**src/sflash_cfg_regs.vh**
```
// constants for the serial flash configuration register pair
// assumes a single-line serial command port sampled by a 100 MHz clock
`ifndef SFLASH_CFG_REGS_VH
`define SFLASH_CFG_REGS_VH

// reset values
`define PWR_CFG_DEFAULT 16'hffff
`define RUN_CFG_DEFAULT 8'hfb

// power-on config field positions
`define PWR_DUMMY_HI 15
`define PWR_DUMMY_LO 12
`define PWR_XIP_HI 11
`define PWR_XIP_LO 9
`define PWR_DRIVE_HI 8
`define PWR_DRIVE_LO 6
`define PWR_DTR_BIT 5
`define PWR_HOLD_BIT 4
`define PWR_QUAD_BIT 3
`define PWR_DUAL_BIT 2
`define PWR_SEG_BIT 1
`define PWR_ADDR_BIT 0

// runtime config field positions
`define RUN_DUMMY_HI 7
`define RUN_DUMMY_LO 4
`define RUN_XIP_BIT 3
`define RUN_RSVD_BIT 2
`define RUN_WRAP_HI 1
`define RUN_WRAP_LO 0

// encodings
`define XIP_DISABLED 3'h7
`define WRAP_16 2'h0
`define WRAP_32 2'h1
`define WRAP_64 2'h2
`define WRAP_CONT 2'h3
`define SEG_LOWEST 3'h0
`define SEG_HIGHEST 3'h7

// command frame lengths in serial clocks
`define CMD_BITS 4'h8
`define PWR_DATA_BITS 5'h10
`define RUN_DATA_BITS 5'h08

`endif

```
**src/sflash_cfg.v**
```verilog
// configuration register pair of a serial flash, with command port
// assumes serial clock mode 0, commands on one input line, msb first,
// serial clock well below half of clk_sys
`timescale 1ns/100ps
`include "sflash_cfg_regs.vh"

module sflash_cfg #(
  parameter [7:0] OP_RD_PWR = 8'hb5,
  parameter [7:0] OP_WR_PWR = 8'hb1,
  parameter [7:0] OP_RD_RUN = 8'h85,
  parameter [7:0] OP_WR_RUN = 8'h81
) (
  input wire clk_sys,
  input wire resetn,
  input wire porn,
  input wire csN,
  input wire sclk,
  input wire mosi,
  output reg miso,
  output reg misoOeN,
  input wire readStart,
  input wire [31:0] startAddr,
  input wire byteAdvance,
  output reg [26:0] curAddr,
  output reg [3:0] dummyCycles,
  output reg xipEnable,
  output reg [2:0] xipMode,
  output reg [2:0] driveCode,
  output reg dtrEnable,
  output reg holdResetEnable,
  output reg quadProtocol,
  output reg dualProtocol,
  output reg [2:0] extAddrSel,
  output reg fourByteAddr,
  output reg [1:0] wrapSize
);

  localparam [2:0] ST_IDLE = 3'h0;
  localparam [2:0] ST_CMD = 3'h1;
  localparam [2:0] ST_WDATA = 3'h2;
  localparam [2:0] ST_RDATA = 3'h3;
  localparam [2:0] ST_SKIP = 3'h4;

  wire csSync;
  wire sclkSync;
  wire mosiSync;
  reg sclkPrev;
  wire sclkRise;
  wire sclkFall;

  reg [2:0] state;
  reg [2:0] next_state;
  reg [7:0] cmd;
  reg [4:0] bitCnt;
  reg [15:0] inShift;
  reg [15:0] outShift;

  reg [15:0] pwrCfg;
  reg [7:0] runCfg;
  reg pwrCommit;
  reg runCommit;
  wire [15:0] pwrWord;
  wire [7:0] runWord;
  wire [15:0] loadSrc;
  wire [7:0] cmdByte;
  wire sysRstN;

  // a power-on is a reset as well, so no frame resumes across it
  assign sysRstN = resetn & porn;

  // pin inputs pass two flops; chip select idles high
  sync_two_ff #(
    .W(3),
    .INIT(3'b001)
  ) u_pinSync (
    .clk_sys(clk_sys),
    .resetn(sysRstN),
    .async({sclk, mosi, csN}),
    .synced({sclkSync, mosiSync, csSync})
  );

  // serial clock edges found on the synchronised copy only
  // both edges lag the pin by two clocks, so sclk must stay slow
  always @(posedge clk_sys) begin
    if (!sysRstN) begin
      sclkPrev <= 1'b0;
    end else begin
      sclkPrev <= sclkSync;
    end
  end

  assign sclkRise = sclkSync & ~sclkPrev;
  assign sclkFall = ~sclkSync & sclkPrev;

  // command byte as it stands once the eighth bit is shifted in
  assign cmdByte = {cmd[6:0], mosiSync};

  // data arrives low byte first, msb first within each byte
  assign pwrWord = {inShift[7:0], inShift[15:8]};
  // reserved runtime bit always held at zero
  assign runWord = inShift[7:0] & 8'hfb;

  // next state of the command sequencer
  always @* begin
    next_state = state;
    case (state)
      ST_IDLE: begin
        if (!csSync) begin
          next_state = ST_CMD;
        end
      end
      ST_CMD: begin
        if (csSync) begin
          next_state = ST_IDLE;
        end else if (sclkRise && bitCnt == {1'b0, `CMD_BITS} - 5'h01) begin
          // only the dedicated commands reach the two registers
          if (cmdByte == OP_RD_PWR || cmdByte == OP_RD_RUN) begin
            next_state = ST_RDATA;
          end else if (cmdByte == OP_WR_PWR || cmdByte == OP_WR_RUN) begin
            next_state = ST_WDATA;
          end else begin
            next_state = ST_SKIP;
          end
        end
      end
      ST_WDATA: begin
        if (csSync) begin
          next_state = ST_IDLE;
        end
      end
      ST_RDATA: begin
        if (csSync) begin
          next_state = ST_IDLE;
        end
      end
      ST_SKIP: begin
        // unknown opcodes are ignored until deselect
        if (csSync) begin
          next_state = ST_IDLE;
        end
      end
      default: begin
        next_state = ST_IDLE;
      end
    endcase
  end

  // commit only an exact-length write, at deselect
  always @* begin
    pwrCommit = 1'b0;
    runCommit = 1'b0;
    if (state == ST_WDATA && csSync) begin
      if (cmd == OP_WR_PWR && bitCnt == `PWR_DATA_BITS) begin
        pwrCommit = 1'b1;
      end
      if (cmd == OP_WR_RUN && bitCnt == `RUN_DATA_BITS) begin
        runCommit = 1'b1;
      end
    end
  end

  // sequencer state, command and bit counting
  always @(posedge clk_sys) begin
    if (!sysRstN) begin
      state <= ST_IDLE;
      cmd <= 8'h00;
      bitCnt <= 5'h00;
      inShift <= 16'h0000;
    end else begin
      state <= next_state;
      case (state)
        ST_IDLE: begin
          bitCnt <= 5'h00;
          inShift <= 16'h0000;
        end
        ST_CMD: begin
          if (sclkRise) begin
            cmd <= cmdByte;
            if (bitCnt == {1'b0, `CMD_BITS} - 5'h01) begin
              bitCnt <= 5'h00;
            end else begin
              bitCnt <= bitCnt + 5'h01;
            end
          end
        end
        ST_WDATA: begin
          if (sclkRise) begin
            inShift <= {inShift[14:0], mosiSync};
            // saturate so overlong frames never alias to a legal length
            if (bitCnt != 5'h1f) begin
              bitCnt <= bitCnt + 5'h01;
            end
          end
        end
        default: begin
          bitCnt <= bitCnt;
        end
      endcase
    end
  end

  // read data shifts out on falling edges and repeats while selected
  always @(posedge clk_sys) begin
    if (!sysRstN) begin
      outShift <= 16'h0000;
      miso <= 1'b0;
      misoOeN <= 1'b1;
    end else begin
      if (state == ST_CMD && next_state == ST_RDATA) begin
        if (cmdByte == OP_RD_PWR) begin
          outShift <= {pwrCfg[7:0], pwrCfg[15:8]};
        end else begin
          outShift <= {runCfg, runCfg};
        end
      end else if (state == ST_RDATA && sclkFall) begin
        miso <= outShift[15];
        outShift <= {outShift[14:0], outShift[15]};
      end
      // line is driven only during the read data phase
      misoOeN <= ~(next_state == ST_RDATA);
      // parked low when idle so a released line shows a known level
      if (next_state != ST_RDATA) begin
        miso <= 1'b0;
      end
    end
  end

  // trade-off: no write-enable gate, any exact-length frame commits
  // power-on register: kept across reset, set to all ones only at power-on
  always @(posedge clk_sys) begin
    if (!porn) begin
      pwrCfg <= `PWR_CFG_DEFAULT;
    end else if (pwrCommit) begin
      pwrCfg <= pwrWord;
    end
  end

  // at power-on the register itself is still settling to its default
  assign loadSrc = porn ? pwrCfg : `PWR_CFG_DEFAULT;

  // runtime register follows the power-on word at every reset
  always @(posedge clk_sys) begin
    if (!porn || !resetn) begin
      runCfg[`RUN_DUMMY_HI:`RUN_DUMMY_LO] <=
        loadSrc[`PWR_DUMMY_HI:`PWR_DUMMY_LO];
      runCfg[`RUN_XIP_BIT] <=
        (loadSrc[`PWR_XIP_HI:`PWR_XIP_LO] == `XIP_DISABLED);
      runCfg[`RUN_RSVD_BIT] <= 1'b0;
      runCfg[`RUN_WRAP_HI:`RUN_WRAP_LO] <= `WRAP_CONT;
    end else if (runCommit) begin
      runCfg <= runWord;
    end
  end

  // internal configuration: power-on word at reset, runtime on write
  always @(posedge clk_sys) begin
    if (!porn || !resetn) begin
      // zero in the dummy field counts as fifteen
      if (loadSrc[`PWR_DUMMY_HI:`PWR_DUMMY_LO] == 4'h0) begin
        dummyCycles <= 4'hf;
      end else begin
        dummyCycles <= loadSrc[`PWR_DUMMY_HI:`PWR_DUMMY_LO];
      end
      xipMode <= loadSrc[`PWR_XIP_HI:`PWR_XIP_LO];
      xipEnable <=
        (loadSrc[`PWR_XIP_HI:`PWR_XIP_LO] != `XIP_DISABLED);
      // reserved codes are passed through untouched
      driveCode <= loadSrc[`PWR_DRIVE_HI:`PWR_DRIVE_LO];
      dtrEnable <= ~loadSrc[`PWR_DTR_BIT];
      holdResetEnable <= loadSrc[`PWR_HOLD_BIT];
      quadProtocol <= ~loadSrc[`PWR_QUAD_BIT];
      // quad wins, so dual only shows when quad is off
      dualProtocol <= ~loadSrc[`PWR_DUAL_BIT] &
        loadSrc[`PWR_QUAD_BIT];
      fourByteAddr <= ~loadSrc[`PWR_ADDR_BIT];
      wrapSize <= `WRAP_CONT;
    end else if (runCommit) begin
      // applied straight away, no reset needed
      if (runWord[`RUN_DUMMY_HI:`RUN_DUMMY_LO] == 4'h0) begin
        dummyCycles <= 4'hf;
      end else begin
        dummyCycles <= runWord[`RUN_DUMMY_HI:`RUN_DUMMY_LO];
      end
      xipEnable <= ~runWord[`RUN_XIP_BIT];
      wrapSize <= runWord[`RUN_WRAP_HI:`RUN_WRAP_LO];
    end
  end

  // no command moves the segment; reads may cross it freely
  // segment select is only preset here, high or low segment
  always @(posedge clk_sys) begin
    if (!porn || !resetn) begin
      if (loadSrc[`PWR_SEG_BIT]) begin
        extAddrSel <= `SEG_LOWEST;
      end else begin
        extAddrSel <= `SEG_HIGHEST;
      end
    end
  end

  // limitation: the caller paces the walk; nothing here counts bytes
  // read address walker
  reg [26:0] firstAddr;
  reg [26:0] wrapMask;
  reg [26:0] stepAddr;

  // segment bits come from the select only in three-byte mode
  always @* begin
    if (fourByteAddr) begin
      firstAddr = startAddr[26:0];
    end else begin
      firstAddr = {extAddrSel, startAddr[23:0]};
    end
  end

  // aligned block size for each wrap setting
  // wrap masks apply in four-byte mode as well
  always @* begin
    case (wrapSize)
      `WRAP_16: wrapMask = 27'h000000f;
      `WRAP_32: wrapMask = 27'h000001f;
      `WRAP_64: wrapMask = 27'h000003f;
      default: wrapMask = 27'h7ffffff;
    endcase
  end

  // low bits roll within the block, high bits stay at its base
  always @* begin
    stepAddr = (curAddr & ~wrapMask) |
      ((curAddr + 27'h0000001) & wrapMask);
  end

  // continuous mode rolls over the whole array back to zero
  always @(posedge clk_sys) begin
    if (!sysRstN) begin
      curAddr <= 27'h0000000;
    end else if (readStart) begin
      curAddr <= firstAddr;
    end else if (byteAdvance) begin
      curAddr <= stepAddr;
    end
  end

endmodule // sflash_cfg

```
**src/sync_two_ff.v**
```verilog
// two-flop synchroniser for a group of independent level signals
// assumes each bit is an unrelated level; no bus coherence implied
`timescale 1ns/100ps

module sync_two_ff #(
  parameter W = 1,
  parameter [W-1:0] INIT = {W{1'b0}}
) (
  input wire clk_sys,
  input wire resetn,
  input wire [W-1:0] async,
  output reg [W-1:0] synced
);

  reg [W-1:0] stage1;

  // first stage is read only by the second stage
  always @(posedge clk_sys) begin
    if (!resetn) begin
      stage1 <= INIT;
      synced <= INIT;
    end else begin
      stage1 <= async;
      synced <= stage1;
    end
  end

endmodule // sync_two_ff
```
**config.mk**
```make
export PLATFORM = sky130hd
export DESIGN_NAME = sflash_cfg
export DESIGN_NICKNAME = d
export VERILOG_FILES = /design/src/sflash_cfg.v /design/src/sync_two_ff.v
export VERILOG_INCLUDE_DIRS = /design/src
export SDC_FILE = /design/constraint.sdc
export NUM_CORES = 1
export LEC_CHECK = 0
export BUFFER_PORTS_ARGS = -buffer_cell sky130_fd_sc_hd__buf_4
export CAP_MARGIN = 15
export CELL_PAD_IN_SITES_DETAIL_PLACEMENT = 1
export CELL_PAD_IN_SITES_GLOBAL_PLACEMENT = 2
export CORE_UTILIZATION = 25
export CTS_CLUSTER_DIAMETER = 150
export DETAILED_ROUTE_END_ITERATION = 10
export PLACE_DENSITY = 0.58
export RECOVER_POWER = 25
export SLEW_MARGIN = 10
export SYNTH_ARGS = -nofsm -noshare
export SYNTH_HDL_FRONTEND = slang
export SYNTH_SLANG_ARGS = --single-unit
```
**constraint.sdc**
```tcl
create_clock -name clk_sys -period 4.3 [get_ports clk_sys]
set_input_delay 1.075 -clock clk_sys [delete_from_list [all_inputs] [get_ports clk_sys]]
set_output_delay 1.075 -clock clk_sys [all_outputs]
set_load 0.03 [all_outputs]
```
==> run metrics <==
worst skew pair latency roughly 420 ps; violated checks design-rule violations; drt pass-1 iters 7; detailed-route DRC error count 22; reg2reg setup slack 1400 ps; Initial Util 25.6%; initial DRC count 171; total number of vias 4667; Setup Crit Path Kind input pin to register; EDFF count, synth 22; clk root buf clkbuf_16; Pleak 2.63 nW; number of fill cells in the layout ~2.5k; chip height 152 um; Worst R2R Start state[1]; CTS Buffer Depth 2; Critical Path Start Type input pin; R2R depth 6; status complete, but fails checks; core footprint about 22000 um^2; max-slew violations 0; Max-cap violations 0; asr flop ratio synth 0%; global-route wire length before repair 27500 um; Buf+Inv Stages, Crit Path 2; HPWL Detailed 11600 um; H-tree levels 4; Final period util between 70 and 80%; Fin Clk Skew 7.34 ps; critical path peak fanout 20; hold_buf cts 0; Worst Tran Pin Value 1410 ps; GPL Wtd Cong around 0.81; I/O Buffers 84; CTS tree yes; cts bufs inserted 17; Peak Freq 0.314 GHz; Die ar. 23100 um^2; total setup buffers inserted after CTS 0; layout cells sized above 1 22.7%; Top FF cell, synth dfxtp_1; Slowest-stage cell, CP o32ai_2; Crit path arrival time 3530 ps; Tmin final 3180 ps; hold_sp u_pinSync.stage1[0]; vias in the first global route 4966; Worst path top cell family by delay compound AO/OA/AOI/OAI gates; dpl ws between 1000 and 1500 ps; die width 152 um; VDD IR-drop max approximately 250 uV; num rows 54; Hold Path Sink u_pinSync.synced[0]; GRT overflow 0; critical path, cell by cell clkbuf_1, and2_0, inv_1, o32ai_2, a221o_1; syn_nets 622; FF-to-FF End runCfg[3]; Overall Global Routing Usage 15.2%; Distinct cells, synth 59; post-DR vias/cell 4.93; Hold Path Class register to register; Synth Area per Inst between 9 and 10 um^2; Worst setup EP type register; largest net degree at the start of global routing 41; Gate Count Post-Synth 578; power per cell area approximately 400 nW/um^2; Rel. slew slack 5.75%; initial antenna violation count 0; final net count 697; largest cells by area after synthesis dfxtp_1 36%, edfxtp_1 12%, mux2i_1 4.6%; Final WS setup 1120 ps; Synth Register Bits approximately 120; CTS Sinks 124; Worst-path clk slew 50 ps; routed length per instance 17.7 um; sequential cell area fraction in the yosys report slightly below 50%; IO Pins 90; Routed Antenna Nets 0; Synth Cell Area 5620 um^2; final setup violation count 0; post_cts resized 0; count of final hold-check violations 0; RSZ-0062 raised after global routing false; Worst EP required 4650 ps; Inserted Diodes 0; Routed WL around 17000 um; Area Overhead vs Synth 25.3%; setup TNS 0 ps; top cell type's share of synthesized area 36.3%; leading area contributor after synthesis dfxtp_1; YS warnings 0; Hold Path Depth 1; slowest stage delay, CP 1040 ps
==> power breakdown <==
group          internal (mW)  total (mW)  switching, mW
Combinational         0.0662       0.169          0.103
Clock                  0.844        1.36          0.520
Sequential              1.20        1.22         0.0211
Total                   2.11        2.76          0.644
==> worst register-to-register path, stage by stage, from the launching register on <==
cell      delay, ps
dfxtp_1         640
nor3b_4         260
buf_4           290
nand4b_2        330
nor4_4          300
buf_4           230
nand2b_1        490
==> synth_stat cells (2+ instances only) <==
cell type,instances
a221o_1,13
dfxtp_1,102
xor2_1,10
nor4_1,11
edfxtp_1,22
nor3_1,8
xnor2_1,19
and4_1,2
nand2b_1,14
buf_1,3
buf_6,2
and3_1,23
nand3_1,36
nor4_2,3
a32oi_1,2
inv_1,7
nor4b_1,2
or3_1,2
clkinv_1,2
nor3b_1,2
o21ai_0,26
o211ai_1,2
mux2i_1,26
clkbuf_1,25
ha_1,4
a21oi_1,41
or4_1,3
nor4_4,2
buf_4,4
a311o_1,4
nand4_1,8
buf_2,7
mux2_2,14
o2bb2ai_1,2
nand2_1,51
nor2_1,35
a211o_1,8
a211oi_1,3
nor2b_1,8
==> metrics by stage <==
| stage | cell area (um^2) | total power, mW | instances | hold slack, ps | utilization [%] |
|---|---|---|---|---|---|
| 2_1_floorplan | 5620 | 1.34 | 578 | 386 | - |
| 3_3_place_gp | 6510 | 1.42 | 914 | 405 | 29.6 |
| 3_5_place_dp | 6510 | 1.42 | 914 | 406 | 29.6 |
| 4_1_cts | 7050 | 2.80 | 946 | 410 | 32.1 |
| 5_1_grt | 7040 | 2.87 | 946 | 420 | 32.1 |
| 6_report | 7040 | 2.76 | 946 | 406 | 32.1 |
==> cell families after synthesis <==
family	synth area share [%]
AOI/OAI and AO/OA	13.2
xor gates and xnor gates	4.52
adders and majority gates	0.891
buffers and inverters	4.03
DFF	48.1
muxes	7.44
and+or+nand+nor	21.9
==> final cells by class <==
cell class | count | area [um^2] | area share (%)
clock buffers | 22 | 444 | 6.31
repair buffers | 97 | 721 | 10.2
inverters | 9 | 33.8 | 0.480
multi-input cells | 404 | 2690 | 38.2
clock inverters | 10 | 101 | 1.44
well taps | 280 | 350 | 4.97
flip-flops and latches | 124 | 2700 | 38.4
==> layout by cell type (no fill, tap or decap), drive strengths merged, types with 16 or more instances in the layout <==
master and instances:
a21oi 41, dfxtp 102, edfxtp 22, clkbuf 25
xnor2 19, nand3 36, o21ai 26, nor2 36
and3 23, nand2 51, nor4 16, mux2i 26
buf 94
==> worst max path at each step <==
stage,endpoint,cells past startpoint,startpoint,slack [ps]
final,outShift[4],5,resetn,1120
after global routing,outShift[0],5,resetn,910
after CTS,xipEnable,6,state[1],1330
after detailed placement,outShift[4],5,resetn,1290
after global placement,outShift[4],5,resetn,1320
after floorplan,register,7,byteAdvance,1890
==> layer usage <==
| layer | track usage, % | wire [um] | part of all wire [%] |
|---|---|---|---|
| met1 | 19.3 | 7930 | 47 |
| met2 | 24.8 | 7780 | 47 |
| met3 | 3.11 | 595 | 3.6 |
| met4 | 6.71 | 389 | 2.3 |
| met5 | 0 | 0 | 0 |
No activity file was read; power rests on OpenSTA's default activity.
